## config.mk

```make
export PLATFORM = sky130hd
export DESIGN_NAME = special_register_bank_one
export DESIGN_NICKNAME = d
export VERILOG_FILES = /design/src/rtl/bank_types_pkg.sv /design/src/rtl/pin_sync.sv /design/src/rtl/port_change_detect.sv /design/src/rtl/special_register_bank_one.sv
export VERILOG_INCLUDE_DIRS = /design/src /design/src/rtl
export SDC_FILE = /design/constraint.sdc
export NUM_CORES = 1
export LEC_CHECK = 0
export BUFFER_PORTS_ARGS = -buffer_cell sky130_fd_sc_hd__buf_4
export CORE_ASPECT_RATIO = 1.4
export CORE_UTILIZATION = 55
export CTS_CLUSTER_DIAMETER = 80
export DETAILED_ROUTE_END_ITERATION = 8
export PLACE_DENSITY = 0.84
export REMOVE_ABC_BUFFERS = 1
export SYNTH_ARGS = -nofsm -noshare
export SYNTH_HDL_FRONTEND = slang
export SYNTH_SLANG_ARGS = --single-unit
```

## constraint.sdc

```tcl
create_clock -name clk -period 2.4 [get_ports clk]
set_input_delay 0.48 -clock clk [delete_from_list [all_inputs] [get_ports clk]]
set_output_delay 0.48 -clock clk [all_outputs]
set_load 0.05 [all_outputs]
```

## src/rtl/bank_consts.svh

```systemverilog
/*
 * Constants of the second special register bank: register indices, the
 * extra bank-side registers, field positions, reset values and write masks.
 * Assumes the including file uses the indices with an 8-bit index bus.
 */
// Overview of operation
// serial mode 1001 steers offset 93h to the address mask register.
// port pins set analog by the analog selects read as zero.
// port output latches survive external pin and watchdog resets.
// reset clears the port B change flag; a lasting mismatch sets it again (here only after software rewrites the change enables, which reset clears).
// unimplemented bits and locations read zero and ignore writes.
// power-on/brown-out loads one value set, other resets the second set.
`ifndef BANK_CONSTS_SVH
`define BANK_CONSTS_SVH

// ============================================================
// register indices (byte address = 4 * index)
`define IDX_INDIRECT_DATA     8'h80
`define IDX_PRESCALER_OPTION  8'h81
`define IDX_PC_LOW            8'h82
`define IDX_CPU_STATUS        8'h83
`define IDX_INDIRECT_POINTER  8'h84
`define IDX_PORT_A_DIR        8'h85
`define IDX_PORT_B_DIR        8'h86
`define IDX_PORT_C_DIR        8'h87
`define IDX_PORT_D_DIR        8'h88
`define IDX_PORT_E_DIR        8'h89
`define IDX_PC_HIGH_LATCH     8'h8A
`define IDX_CORE_IRQ_CTRL     8'h8B
`define IDX_PERIPH_IE_ONE     8'h8C
`define IDX_PERIPH_IE_TWO     8'h8D
`define IDX_POWER_FLAGS       8'h8E
`define IDX_OSC_CONTROL       8'h8F
`define IDX_OSC_TUNING        8'h90
`define IDX_SERIAL_CTRL_TWO   8'h91
`define IDX_TIMER2_PERIOD     8'h92
`define IDX_SERIAL_ADDRESS    8'h93
`define IDX_SERIAL_STATE      8'h94
`define IDX_PORT_B_PULLUP     8'h95
`define IDX_PORT_B_CHANGE_IE  8'h96
`define IDX_VREF_CONTROL      8'h97
`define IDX_TX_CONTROL        8'h98
`define IDX_BAUD_LOW          8'h99
`define IDX_BAUD_HIGH         8'h9A
`define IDX_PWM_RESTART       8'h9B
`define IDX_PWM_SHUTDOWN      8'h9C
`define IDX_PWM_STEERING      8'h9D
`define IDX_RESULT_LOW        8'h9E
`define IDX_CONVERTER_CFG     8'h9F
// bank-side registers outside the printed range
`define IDX_PORT_A_LATCH      8'hA0
`define IDX_PORT_B_LATCH      8'hA1
`define IDX_ANALOG_SEL_LOW    8'hA2
`define IDX_ANALOG_SEL_HIGH   8'hA3
`define IDX_EVENT_STATUS      8'hA4
`define IDX_EVENT_MASK        8'hA5
`define IDX_PORT_A_READ       8'hA6
`define IDX_PORT_B_READ       8'hA7

// ============================================================
// fields
`define ALIAS_MODE            4'h9
`define STATUS_TO_BIT         4
`define STATUS_PD_BIT         3
`define CHANGE_FLAG_BIT       0
`define POWER_ULPWU_BIT       5
`define EV_PORT_B_CHANGE      0
`define EV_EXTERNAL_RESET     1
`define EV_WATCHDOG_RESET     2
`define EV_BROWNOUT_RESET     3

// ============================================================
// power-on / brown-out values (others are zero)
`define POR_ALL_ONES          8'hFF
`define POR_ZERO              8'h00
`define POR_CPU_STATUS        8'h18
`define POR_PORT_E_DIR        8'h0F
`define POR_POWER_FLAGS       8'h10
`define POR_OSC_CONTROL       8'h60
`define POR_TX_CONTROL        8'h02
`define POR_PWM_STEERING      8'h01
`define POR_EVENT_ZERO        4'h0

// ============================================================
// writable bits per register
`define WM_NONE               8'h00
`define WM_CPU_STATUS         8'hE7
`define WM_PORT_E_DIR         8'h0F
`define WM_PC_HIGH_LATCH      8'h1F
`define WM_CORE_IRQ_CTRL      8'hFE
`define WM_PERIPH_IE_ONE      8'h7F
`define WM_PERIPH_IE_TWO      8'hFD
`define WM_POWER_FLAGS        8'h33
`define WM_OSC_CONTROL        8'h71
`define WM_OSC_TUNING         8'h1F
`define WM_SERIAL_STATE       8'hC0
`define WM_TX_CONTROL         8'hFD
`define WM_PWM_STEERING       8'h1F
`define WM_CONVERTER_CFG      8'hB0

`endif

```

## src/rtl/bank_types_pkg.sv

```systemverilog
/*
 * Types shared by the special register bank and its helper modules.
 * Assumes bank_consts.svh for the reset values it refers to.
 */
package bank_types_pkg;

    typedef logic [31:0][7:0] reg_array_t;

    typedef struct packed {
        reg_array_t  regs;
        logic [7:0]  addr_mask;
        logic [7:0]  port_a_latch;
        logic [7:0]  port_b_latch;
        logic [7:0]  analog_low;
        logic [7:0]  analog_high;
        logic [3:0]  ev_status;
        logic [3:0]  ev_mask;
        logic [7:0]  rdata;
        logic        ready;
        logic        slverr;
        logic        irq;
    } bank_state_t;

    typedef struct packed {
        logic [7:0]  last_seen;
    } change_state_t;

    typedef enum logic [1:0] {
        reset_kind_none,
        reset_kind_power,
        reset_kind_other
    } reset_kind_t;

endpackage

```

## src/rtl/pin_sync.sv

```systemverilog
/*
 * Two-flop synchroniser for pin levels.
 * Assumes inputs are asynchronous levels, not pulses.
 */
`timescale 1ns/1ps
`default_nettype none
module pin_sync #(
    parameter int WIDTH = 1
) (
    input  wire logic             clk,
    input  wire logic             reset_n,
    input  wire logic [WIDTH-1:0] async_in,
    output var  logic [WIDTH-1:0] sync_out
);
    typedef struct packed {
        logic [WIDTH-1:0] meta;
        logic [WIDTH-1:0] stable;
    } sync_state_t;

    sync_state_t st_ff;
    sync_state_t nxt_st;

    always_comb begin
        nxt_st        = st_ff;
        nxt_st.meta   = async_in;
        nxt_st.stable = st_ff.meta;
    end

    always_ff @(posedge clk or negedge reset_n) begin
        if (!reset_n) begin
            st_ff <= '0;
        end else begin
            st_ff <= nxt_st;
        end
    end

    assign sync_out = st_ff.stable;
endmodule
`default_nettype wire

```

## src/rtl/port_change_detect.sv

```systemverilog
/*
 * Port B change detector: holds the value latched at the last port read and
 * reports a mismatch on enabled pins.
 * Assumes pins are already synchronised to clk.
 */
`timescale 1ns/1ps
`default_nettype none
module port_change_detect import bank_types_pkg::*; (
    input  wire logic       clk,
    input  wire logic       reset_n,
    input  wire logic [7:0] pins,
    input  wire logic [7:0] enable,
    input  wire logic       snap,
    output var  logic       mismatch
);
    change_state_t st_ff;
    change_state_t nxt_st;

    always_comb begin
        nxt_st = st_ff;
        if (snap) begin
            nxt_st.last_seen = pins;
        end
    end

    always_ff @(posedge clk or negedge reset_n) begin
        if (!reset_n) begin
            st_ff <= '0;
        end else begin
            st_ff <= nxt_st;
        end
    end

    assign mismatch = |((pins ^ st_ff.last_seen) & enable);
endmodule
`default_nettype wire

```

## src/rtl/special_register_bank_one.sv

```systemverilog
/*
 * Second special register bank behind an APB slave, with port latches,
 * analog read masking, the port B change flag and a reset-event interrupt.
 * Assumes the serial mode field, oscillator status, watchdog and brown-out
 * strobes come from logic on clk; port pins and the reset pin are async.
 */
// Decided for this implementation: the APB slave port.
`timescale 1ns/1ps
`default_nettype none
`include "bank_consts.svh"
module special_register_bank_one import bank_types_pkg::*; (
    input  wire logic        clk,
    input  wire logic        reset_n,
    input  wire logic        psel,
    input  wire logic        penable,
    input  wire logic        pwrite,
    input  wire logic [9:0]  paddr,
    input  wire logic [31:0] pwdata,
    output logic      [31:0] prdata,
    output logic             pready,
    output logic             pslverr,
    input  wire logic [3:0]  sync_serial_mode_select,
    input  wire logic [2:0]  osc_status,
    input  wire logic [7:0]  port_a_pins,
    input  wire logic [7:0]  port_b_pins,
    input  wire logic        external_reset_pin_n,
    input  wire logic        watchdog_reset_source,
    input  wire logic        brownout_reset,
    output logic             irq,
    output logic      [7:0]  port_a_latch,
    output logic      [7:0]  port_b_latch,
    output logic      [7:0]  port_a_dir,
    output logic      [7:0]  port_b_dir,
    output logic      [7:0]  port_b_pullup,
    output logic      [7:0]  prescaler_edge_option
);

    // ============================================================
    // reset and write tables
    function automatic logic [7:0] por_value(input logic [7:0] idx);
        logic [7:0] v;
        v = `POR_ZERO;
        unique case (idx)
            `IDX_PRESCALER_OPTION,
            `IDX_PORT_A_DIR,
            `IDX_PORT_B_DIR,
            `IDX_PORT_C_DIR,
            `IDX_PORT_D_DIR,
            `IDX_TIMER2_PERIOD,
            `IDX_PORT_B_PULLUP:   v = `POR_ALL_ONES;
            `IDX_CPU_STATUS:      v = `POR_CPU_STATUS;
            `IDX_PORT_E_DIR:      v = `POR_PORT_E_DIR;
            `IDX_POWER_FLAGS:     v = `POR_POWER_FLAGS;
            `IDX_OSC_CONTROL:     v = `POR_OSC_CONTROL;
            `IDX_TX_CONTROL:      v = `POR_TX_CONTROL;
            `IDX_PWM_STEERING:    v = `POR_PWM_STEERING;
            default:              v = `POR_ZERO;
        endcase
        return v;
    endfunction

    // values on external pin and watchdog resets
    function automatic logic [7:0] other_value(input logic [7:0] idx,
                                               input logic [7:0] cur,
                                               input logic       by_watchdog);
        logic [7:0] v;
        v = por_value(idx);
        unique case (idx)
            `IDX_INDIRECT_POINTER,
            `IDX_OSC_TUNING,
            `IDX_RESULT_LOW:      v = cur;
            `IDX_CPU_STATUS: begin
                v = {3'b000, ~by_watchdog, 1'b1, cur[2:0]};
            end
            `IDX_POWER_FLAGS: begin
                v = cur;
                v[`POWER_ULPWU_BIT] = 1'b0;
            end
            default:              v = por_value(idx);
        endcase
        return v;
    endfunction

    // writable bits; unlisted bits keep their value, except a zero written to the change flag
    function automatic logic [7:0] write_mask(input logic [7:0] idx);
        logic [7:0] m;
        m = `POR_ALL_ONES;
        unique case (idx)
            `IDX_INDIRECT_DATA:   m = `WM_NONE;
            `IDX_CPU_STATUS:      m = `WM_CPU_STATUS;
            `IDX_PORT_E_DIR:      m = `WM_PORT_E_DIR;
            `IDX_PC_HIGH_LATCH:   m = `WM_PC_HIGH_LATCH;
            `IDX_CORE_IRQ_CTRL:   m = `WM_CORE_IRQ_CTRL;
            `IDX_PERIPH_IE_ONE:   m = `WM_PERIPH_IE_ONE;
            `IDX_PERIPH_IE_TWO:   m = `WM_PERIPH_IE_TWO;
            `IDX_POWER_FLAGS:     m = `WM_POWER_FLAGS;
            `IDX_OSC_CONTROL:     m = `WM_OSC_CONTROL;
            `IDX_OSC_TUNING:      m = `WM_OSC_TUNING;
            `IDX_SERIAL_STATE:    m = `WM_SERIAL_STATE;
            `IDX_TX_CONTROL:      m = `WM_TX_CONTROL;
            `IDX_PWM_STEERING:    m = `WM_PWM_STEERING;
            `IDX_CONVERTER_CFG:   m = `WM_CONVERTER_CFG;
            default:              m = `POR_ALL_ONES;
        endcase
        return m;
    endfunction

    function automatic logic [7:0] slot_index(input int i);
        return 8'(`IDX_INDIRECT_DATA + i);
    endfunction

    function automatic bank_state_t power_state();
        bank_state_t s;
        s = '0;
        for (int i = 0; i < 32; i++) begin
            s.regs[i] = por_value(slot_index(i));
        end
        s.addr_mask   = `POR_ALL_ONES;
        s.analog_low  = `POR_ALL_ONES;
        s.analog_high = `POR_ALL_ONES;
        s.ev_status   = `POR_EVENT_ZERO;
        s.ev_mask     = `POR_EVENT_ZERO;
        return s;
    endfunction

    localparam bank_state_t ST_POWER = power_state();

    // ============================================================
    // pin synchronisers and change detection
    logic [16:0] pins_sync;
    logic        change_mismatch;
    logic        port_b_snap;

    pin_sync #(
        .WIDTH    (17)
    ) u_pin_sync (
        .clk      (clk),
        .reset_n  (reset_n),
        .async_in ({external_reset_pin_n, port_b_pins, port_a_pins}),
        .sync_out (pins_sync)
    );

    bank_state_t st_ff;
    bank_state_t nxt_st;

    port_change_detect u_change (
        .clk      (clk),
        .reset_n  (reset_n),
        .pins     (pins_sync[15:8]),
        .enable   (st_ff.regs[5'(`IDX_PORT_B_CHANGE_IE - `IDX_INDIRECT_DATA)]),
        .snap     (port_b_snap),
        .mismatch (change_mismatch)
    );

    // ============================================================
    // register next state
    logic [7:0]  idx;
    logic [4:0]  slot;
    logic        in_bank;
    logic        in_extra;
    logic        hit;
    logic        alias_mask;
    logic        setup;
    logic        access;
    logic [7:0]  wdata;
    logic [7:0]  rd;
    logic [7:0]  cur_flags;
    logic        flag_set;
    reset_kind_t rkind;

    always_comb begin
        nxt_st     = st_ff;
        idx        = paddr[9:2];
        slot       = idx[4:0];
        in_bank    = (idx[7:5] == 3'b100);
        in_extra   = (idx[7:3] == 5'b10100);
        hit        = (in_bank | in_extra) & (paddr[1:0] == 2'b00);
        alias_mask = (idx == `IDX_SERIAL_ADDRESS) &&
                     (sync_serial_mode_select == `ALIAS_MODE);
        setup      = psel & ~penable;
        access     = psel & penable & st_ff.ready;
        wdata      = pwdata[7:0];
        rd         = 8'h00;
        cur_flags  = 8'h00;
        flag_set   = 1'b0;
        port_b_snap = access & ~pwrite & hit & (idx == `IDX_PORT_B_READ);

        // read data is fixed at the setup edge; zero-wait access phase
        if (in_bank) begin
            rd = st_ff.regs[slot];
        end
        unique case (idx)
            `IDX_INDIRECT_DATA:   rd = 8'h00;
            `IDX_SERIAL_ADDRESS:  rd = alias_mask ? st_ff.addr_mask : st_ff.regs[slot];
            `IDX_OSC_CONTROL:     rd = {st_ff.regs[slot][7:4], osc_status, st_ff.regs[slot][0]};
            `IDX_PORT_A_LATCH:    rd = st_ff.port_a_latch;
            `IDX_PORT_B_LATCH:    rd = st_ff.port_b_latch;
            `IDX_ANALOG_SEL_LOW:  rd = st_ff.analog_low;
            `IDX_ANALOG_SEL_HIGH: rd = st_ff.analog_high;
            `IDX_EVENT_STATUS:    rd = {4'h0, st_ff.ev_status};
            `IDX_EVENT_MASK:      rd = {4'h0, st_ff.ev_mask};
            // analog pins never show digital levels, latch regardless
            `IDX_PORT_A_READ:     rd = pins_sync[7:0] & ~st_ff.analog_low;
            `IDX_PORT_B_READ:     rd = pins_sync[15:8] & ~st_ff.analog_high;
            default:              rd = rd;
        endcase

        nxt_st.ready = setup;
        if (setup) begin
            nxt_st.rdata  = hit ? rd : 8'h00;
            nxt_st.slverr = ~hit;
        end

        // software writes
        if (access && pwrite && hit) begin
            if (alias_mask) begin
                nxt_st.addr_mask = wdata;
            end else if (in_bank) begin
                nxt_st.regs[slot] = (st_ff.regs[slot] & ~write_mask(idx)) |
                                    (wdata & write_mask(idx));
                if (idx == `IDX_CORE_IRQ_CTRL && !wdata[`CHANGE_FLAG_BIT]) begin
                    nxt_st.regs[slot][`CHANGE_FLAG_BIT] = 1'b0;
                end
            end
            unique case (idx)
                `IDX_PORT_A_LATCH:    nxt_st.port_a_latch = wdata;
                `IDX_PORT_B_LATCH:    nxt_st.port_b_latch = wdata;
                `IDX_ANALOG_SEL_LOW:  nxt_st.analog_low   = wdata;
                `IDX_ANALOG_SEL_HIGH: nxt_st.analog_high  = wdata;
                `IDX_EVENT_STATUS:    nxt_st.ev_status    = st_ff.ev_status & ~wdata[3:0];
                `IDX_EVENT_MASK:      nxt_st.ev_mask      = wdata[3:0];
                default:              nxt_st.ev_mask      = nxt_st.ev_mask;
            endcase
        end

        // device resets other than reset_n
        rkind = reset_kind_none;
        if (brownout_reset) begin
            rkind = reset_kind_power;
        end else if (!pins_sync[16] || watchdog_reset_source) begin
            rkind = reset_kind_other;
        end

        unique case (rkind)
            reset_kind_power: begin
                // latches are undefined after power loss, so left as they are
                nxt_st.regs        = ST_POWER.regs;
                nxt_st.addr_mask   = ST_POWER.addr_mask;
                nxt_st.analog_low  = ST_POWER.analog_low;
                nxt_st.analog_high = ST_POWER.analog_high;
            end
            reset_kind_other: begin
                for (int i = 0; i < 32; i++) begin
                    nxt_st.regs[i] = other_value(slot_index(i), st_ff.regs[i],
                                                 watchdog_reset_source);
                end
                nxt_st.addr_mask   = ST_POWER.addr_mask;
                nxt_st.analog_low  = ST_POWER.analog_low;
                nxt_st.analog_high = ST_POWER.analog_high;
                // port output latches deliberately untouched
            end
            reset_kind_none: begin
                // hardware set beats a software clear in the same cycle
                cur_flags = st_ff.regs[5'(`IDX_CORE_IRQ_CTRL - `IDX_INDIRECT_DATA)];
                if (change_mismatch) begin
                    nxt_st.regs[5'(`IDX_CORE_IRQ_CTRL - `IDX_INDIRECT_DATA)]
                        [`CHANGE_FLAG_BIT] = 1'b1;
                    flag_set = ~cur_flags[`CHANGE_FLAG_BIT];
                end
            end
        endcase
        // reset cycle clears the change flag and the port B change enables; it sets again once they are rewritten

        // sticky events, set wins over write-one-to-clear
        if (flag_set) begin
            nxt_st.ev_status[`EV_PORT_B_CHANGE] = 1'b1;
        end
        if (!pins_sync[16]) begin
            nxt_st.ev_status[`EV_EXTERNAL_RESET] = 1'b1;
        end
        if (watchdog_reset_source) begin
            nxt_st.ev_status[`EV_WATCHDOG_RESET] = 1'b1;
        end
        if (brownout_reset) begin
            nxt_st.ev_status[`EV_BROWNOUT_RESET] = 1'b1;
        end
        nxt_st.irq = |(nxt_st.ev_status & nxt_st.ev_mask);
    end

    // ============================================================
    // state register
    always_ff @(posedge clk or negedge reset_n) begin
        if (!reset_n) begin
            st_ff <= ST_POWER;
        end else begin
            st_ff <= nxt_st;
        end
    end

    // ============================================================
    // outputs
    assign prdata                = {24'h000000, st_ff.rdata};
    assign pready                = st_ff.ready;
    assign pslverr               = st_ff.slverr;
    assign irq                   = st_ff.irq;
    assign port_a_latch          = st_ff.port_a_latch;
    assign port_b_latch          = st_ff.port_b_latch;
    assign port_a_dir            = st_ff.regs[5'(`IDX_PORT_A_DIR - `IDX_INDIRECT_DATA)];
    assign port_b_dir            = st_ff.regs[5'(`IDX_PORT_B_DIR - `IDX_INDIRECT_DATA)];
    assign port_b_pullup         = st_ff.regs[5'(`IDX_PORT_B_PULLUP - `IDX_INDIRECT_DATA)];
    assign prescaler_edge_option = st_ff.regs[5'(`IDX_PRESCALER_OPTION - `IDX_INDIRECT_DATA)];

endmodule
`default_nettype wire

```

# ---- Yosys cells after proc, flatten, opt, wreduce, memory -nomap -nowiden
# Cells that the tools add are included.
dict set report classes {
  n_lt_le_gt_ge 2
  n_eq_ne 33
  muxes 39
  bitwise_logic 29
  n_reduce_logical 31
}
# op n
set op_table {}
lappend op_table {{256-bit two-way mux} 3}
lappend op_table {{167-bit case mux with 2 select lines} 1}
lappend op_table {{304-bit two-way mux} 1}
lappend op_table {{256-bit bitwise AND} 1}
lappend op_table {{256-bit bitwise mux} 1}
lappend op_table {{256-bit NOT} 1}
lappend op_table {{96-bit case mux with 2 select lines} 1}
lappend op_table {{8-bit == test, second input constant} 23}
lappend op_table {{8-bit case mux with 11 select lines} 2}
lappend op_table {{8-bit two-way mux} 13}
lappend op_table {{8-bit demux with 5-bit select} 2}
lappend op_table {{8-bit bitwise AND} 5}
lappend op_table {{8-bit binary-select mux with 5-bit select} 1}
lappend op_table {{8-bit NOT} 3}
lappend op_table {{16-bit two-way mux} 1}
lappend op_table {{2-bit AND reduction} 5}
lappend op_table {{2-bit nonzero test} 5}
lappend op_table {{3-bit inequality test, second input constant} 3}
lappend op_table {{3-bit nonzero test} 3}
lappend op_table {{4-bit bitwise AND} 2}
lappend op_table {{1-bit two-way mux} 8}
lappend op_table {{4-bit two-way mux} 2}
lappend op_table {{8-bit OR} 1}
lappend op_table {{8-bit OR reduction} 1}
lappend op_table {{25 further kinds} 45}
dict set report totals {
  register_bits 357
  inputBits 73
  word_cells 183
}

# ---- Logic depth before layout (Yosys ltp)
dict set report logic_depth {
  depth_word 18
  ltp_mapped 13
  depth_no_buf 6
}

# ---- By module
# Synthesis repeated with hierarchy kept, for this count alone.
dict set report hier_totals {
  hier_cells 1685
  area_unflattened_um2 17908.4
}
# module instances cells_per_inst area_per_inst_um2 seq_area_each_um2
set by_module_without_submodules {}
lappend by_module_without_submodules {special_register_bank_one 1 1621 16649.7 7996.4}
lappend by_module_without_submodules {pin_sync 1 34 850.8 850.8}
lappend by_module_without_submodules {port_change_detect 1 30 407.9 200.2}

# ---- Worst setup path after synthesis
# OpenSTA, ideal clock, no wires.
dict set report synth_timing {
  path_type {input-to-reg}
  from {in paddr[8]}
  to {reg st_ff, in the netlist port_a_latch[4]}
  setup_ns 0.125
  arrival_ns 2.691
  t_required_ns 2.275
  setup_slack_ns -0.416
  cell_stages 6
  path_cell_list {or4b_1 clkbuf_2 nor4_2 nand2_2 nor3_2 mux2_2}
}
dict set report synth_between {
  elab_chain_len 5
}
# item line
set synth_rtl {}
lappend synth_rtl {{from (decl)} special_register_bank_one.sv:17} ;# input wire logic [9:0] paddr,
lappend synth_rtl {{5-bit == test or 3-bit == test (tied branches)} {special_register_bank_one.sv:176, special_register_bank_one.sv:175}}
lappend synth_rtl {{1-bit OR} special_register_bank_one.sv:177} ;# hit = (in_bank | in_extra) & (paddr[1:0] == 2'b00);
lappend synth_rtl {{1-bit bitwise AND} special_register_bank_one.sv:177}
lappend synth_rtl {{1-bit logical AND} special_register_bank_one.sv:215} ;# if (access && pwrite && hit) begin
lappend synth_rtl {{2-bit AND reduction (no line) *} --}
lappend synth_rtl {{to (signal assigned)} special_register_bank_one.sv:296} ;# st_ff <= nxt_st;
lappend synth_rtl {{to (decl)} special_register_bank_one.sv:143} ;# bank_state_t st_ff;
# Mark *: on every way between the ends. The rest lies on a longest branch, timed or not.
# A chain may end at the register's enable or synchronous reset.

# ---- Worst setup path in the final report
dict set report layout_timing {
  from {in paddr[3]}
  to {reg st_ff[273] (netlist name)}
}
dict set report layout_between {
  elab_chain_len 16
}
# item line
set layout_rtl {}
lappend layout_rtl {{8-bit == test} special_register_bank_one.sv:88} ;# unique case (idx)
lappend layout_rtl {{3-bit OR reduction (no line) or 2-bit OR reduction (tied branches)} --}
lappend layout_rtl {{8-bit case mux with 11 select lines} special_register_bank_one.sv:88}
lappend layout_rtl {{8-bit two-way mux} special_register_bank_one.sv:218} ;# end else if (in_bank) begin
lappend layout_rtl {{8-bit two-way mux} special_register_bank_one.sv:216} ;# if (alias_mask) begin
lappend layout_rtl {{8-bit two-way mux} special_register_bank_one.sv:215}
lappend layout_rtl {{8-bit NOT} special_register_bank_one.sv:219} ;# nxt_st.regs[slot] = (st_ff.regs[slot] & ~write_mask(idx)) |
lappend layout_rtl {{8-bit bitwise AND} special_register_bank_one.sv:219}
lappend layout_rtl {{8-bit OR} special_register_bank_one.sv:219}
lappend layout_rtl {{256-bit bitwise mux} special_register_bank_one.sv:219}
lappend layout_rtl {{256-bit bitwise AND (no line)} --}
lappend layout_rtl {{256-bit two-way mux} special_register_bank_one.sv:221} ;# if (idx == `IDX_CORE_IRQ_CTRL && !wdata[`CHANGE_FLAG_BIT]) begin
lappend layout_rtl {{256-bit two-way mux} special_register_bank_one.sv:218}
lappend layout_rtl {{256-bit two-way mux} special_register_bank_one.sv:216}
lappend layout_rtl {{304-bit two-way mux} special_register_bank_one.sv:215}
lappend layout_rtl {{167-bit case mux with 2 select lines} special_register_bank_one.sv:244} ;# unique case (rkind)
# Parallel ways exist; a longest one is shown, timed or not. The select of a mux whose other input is x is not followed.

==> key figures <==
Outcome
  • Status: finished with violations
  • Failing checks: DRC, setup timing

Clock tree
  • Number of buffers created by CTS: 36
  • CTS H-tree depth: 2
  • CTS clk-pin slew, worst paths: 0.06 ns
  • Clock Latency Late Sink: approximately 0.55 ns
  • Root buf cell: clkbuf_16
  • CTS tree: built
  • Bufs on Longest Clock Path: 3
  • TritonCTS Sinks: roughly 360

Detailed routing
  • DRC: 10
  • Post-DRT Antenna Nets: 0
  • WL/cell: ~25 um
  • Vias per inst: 6.41
  • WL final: between 60000 and 70000 um
  • First drt pass iteration count: 8
  • Initial DRC count: 1574
  • Via count: 15.4k

Logic synthesis
  • Mux cell area share after synthesis: 11.0%
  • Post-Synthesis Cells: 1744
  • Post-synthesis sequential area ratio: 51.9%
  • Cell variety after synth: 71
  • Adder-Cell Fraction of Synth Area: less than 1%
  • Post-synthesis instance area: 17400 um2
  • Avg Synthesized Cell Area: 10.0 um2
  • Async S/R FF share, synth: 100%
  • Main combinational cell family by area after synthesis: compound AO/OA/AOI/OAI gates
  • Main synth FF type: dfrtp_1
  • XOR/XNOR share of the synthesized area: less than 1%
  • Top cells by area, synth: dfrtp_1 (38%), dfstp_2 (14%), mux2i_1 (8.2%), nand2_1 (6.4%), o21ai_0 (5.7%)
  • Synth Area in Compound Gates: 16.8%
  • Post-Synth Simple-Gate Area: a little over an eighth
  • Share of the synthesized area in the top cell type: 38.2%
  • Post-synth EDFFs: 0
  • Synth area leader: dfrtp_1
  • Synthesis-stage register bit count: 357
  • Synth Warn #: 0

Floorplanning
  • Site Rows: 76
  • Die Y: 213 um
  • Die extent in x: about 150 um
  • Core area: 31000 um2
  • Initial Util: 56.3%
  • Die area: between 30000 and 40000 um2
  • I/O Pins: between 150 and 200

Layout
  • Final Cell Area: between 20000 and 25000 um2
  • Number of diodes: 0
  • Area grow syn2layout: 23.5%
  • Final net count: 2062
  • Layout cells sized above 1: 30.7%

Worst setup path
  • Worst path slowest cell: o31ai_4
  • Reg2reg end: st_ff[63]$_DFFE_PN0P_
  • Worst-path fanout max: 23
  • FF-to-FF path depth: 8
  • CP Cell Sequence: buf_8, buf_4, buf_12, buf_4, mux2i_1, a22oi_1, nand3_1, nand2_1, o31ai_4, buf_12, o21ai_0
  • WP data required: 2.80 ns
  • Worst path max stage delay: 0.37 ns
  • Kind of critical path: in2reg
  • Crit path capture type: flop
  • R2R Path Start: port_b_dir[4]$_DFFE_PN1P_
  • CP Launch Type: input pin
  • Reg2reg setup slack: around 0.06 ns
  • CP arrival: 2.82 ns

STA
  • Worst Tran Pin Value: 0.710 ns
  • Max Clk Rate: just over 400 MHz
  • Fin. max-slew vios: 0
  • Final WS setup: -0.0252 ns
  • Clock skew: roughly 0.029 ns
  • Hold Violations, Final: 0
  • Post-route clock period utilization: 101%
  • Final setup violation count: 10
  • Tmin final: ~2.4 ns
  • WHS: 0.0362 ns
  • Slew headroom: 52.7%

Power and ir drop
  • Switching power: 3.42 mW
  • Sw Ratio: 25.2%
  • Comb pwr share: 10.5%
  • PwrDens: 629 nW/um2
  • Lkg Pwr: slightly below 10 nW
  • Peak VDD IR: 0.000629 V
  • Sequential Power Share: 44.9%
  • Pint: 10.1 mW
  • Clk network pwr share: 44.6%

Placed design
  • Global placement routability congestion: 1.01
  • Port Buffers: 107
  • Dpl hpwl: 44100 um
  • Placed cell area: 20100 um2

Min path
  • Hold Crit Endpoint: u_pin_sync.nxt_st[7]$_DFF_PN0_
  • Hold crit path type: in2reg
  • Hold Crit Depth: 1
  • Min-delay src: port_a_pins[7]

GRT
  • Pin count of the biggest net entering global routing: 82
  • Grt ovf: 0
  • Vias in the first global route: between 15k and 20k
  • Initial antenna violation count: 1
  • Global-route wire length before repair: 92500 um
  • Total GRT Usage: 38.5%

Run
  • Max Cap Viol: 0
==> power by group through the flow <==
| stage | Combinational (mW) | Sequential, mW | Clock (mW) |
|---|---|---|---|
| after global placement | 1.33 | 6.18 | 0 |
| after global routing | 1.47 | 6.08 | 6.32 |
| after CTS | 1.36 | 6.08 | 6.06 |
| after detailed placement | 1.35 | 6.19 | 0 |
| final | 1.42 | 6.08 | 6.05 |
| after floorplan | 0.453 | 6.18 | 0 |
==> sequential cells by signal, summed over array words and instances, names as in the netlist <==
signal                 flops
st_ff                    256
u_pin_sync.nxt_st         17
u_pin_sync.sync_out       17
port_a_dir                 8
port_a_latch               8
port_b_dir                 8
port_b_latch               8
port_b_pullup              8
prdata                     8
prescaler_edge_option      8
u_change.st_ff             8
irq                        1
pready                     1
pslverr                    1
==> critical path: cells and delay by family <==
| kind | cells | cell delay [ns] |
|---|---|---|
| AOI/OAI and AO/OA | 3 | 0.61 |
| muxes | 1 | 0.26 |
| and+or+nand+nor | 2 | 0.39 |
| buffers and inverters | 5 | 0.99 |
==> kinds of logic after synthesis <==
logic type      after synthesis
simple gates                520
compound gates              474
flops                       357
buf+inv                     200
mux                         180
xor+xnor                     11
fa+ha+maj                     1
other cells                   1
==> Yosys cell counts, types with 40 or more instances <==
library cell	instances
mux2i_1	142
dfstp_2	91
nor2_1	75
a21oi_1	73
o211ai_1	42
buf_4	88
nand3_1	40
clkbuf_1	74
a22oi_1	79
nand2_1	297
o21ai_0	197
dfrtp_1	266
==> per-layer routing <==
layer	share of wire, %	track usage, %	up-vias	wire length (um)
met4	9.6	33.4	2	5840
met1	34	43.9	7473	21000
met2	46	62.5	1050	28300
met5	0.021	0	-	13
met3	9.5	7.85	317	5800
li1	-	-	6595	-
==> layout make-up <==
type,instances,area (um2)
Clock buffer,47,1020
Clock inverter,19,244
Fill cell,2268,9470
Inverter,13,48.8
Multi-Input combinational cell,1210,7540
Sequential cell,357,9050
Tap cell,390,488
Timing Repair Buffer,371,3140
==> worst max-delay path by stage <==
stage	from	endpoint	slack [ns]	cells after the start
floorplan	watchdog_reset_source	st_ff[279]$_DFFE_PN0P_	-2.68	6
global placement	paddr[8]	irq$_DFF_PN0_	-0.55	9
detailed placement	paddr[8]	st_ff[293]$_DFFE_PN0P_	-0.57	9
CTS	port_b_pullup[4]$_DFFE_PN1P_	st_ff[63]$_DFFE_PN0P_	0.008	8
global route	paddr[3]	st_ff[174]$_DFFE_PN0P_	-0.009	11
finish	paddr[3]	st_ff[273]$_DFFE_PN0P_	-0.03	11
==> stage by stage <==
stage          total power, mW  TNS [ns]  util (%)  std cells  setup slack [ns]
4_1_cts                   13.5         0      69.1       2406           0.00828
2_1_floorplan             6.64   -383.14         -       1580             -2.68
5_1_grt                   13.9   -0.0267      69.5       2407          -0.00888
3_3_place_gp              7.52   -106.64      64.9       2339            -0.549
6_report                  13.6   -0.0952      69.5       2407           -0.0252
3_5_place_dp              7.53   -117.94      64.9       2339            -0.571
==> what timing repair did <==
item,4_1_cts,5_1_grt
hold endpoints to repair,29,0
setup endpoints to repair,15,67
pin swaps,0,1
hold buffers,1,0
setup buffers,0,1
resized for setup,10,18
==> cell usage in the layout, fill, tap and decap left out, types with 6 or more instances in the layout <==
master / instances
buf_4: 339
nand2_1: 297
dfrtp_1: 266
o21ai_0: 195
mux2i_1: 135
dfstp_2: 91
a22oi_1: 79
nor2_1: 73
a21oi_1: 71
o211ai_1: 42
nand3_1: 40
clkbuf_16: 37
mux2_2: 32
buf_12: 26
conb_1: 24
nor3_1: 15
inv_1: 13
o21ai_2: 11
xor2_1: 10
and2_1: 10
o21ai_1: 10
a32o_1: 10
nor2b_1: 9
nor3b_1: 9
clkinv_2: 8
nand4_1: 7
a211oi_1: 7
nor4_2: 6
nand2b_1: 6
mux2i_2: 6
nor4_1: 6
mux4_2: 6
clkbuf_8: 6
Note: power is estimated with default switching activity, not from simulation.
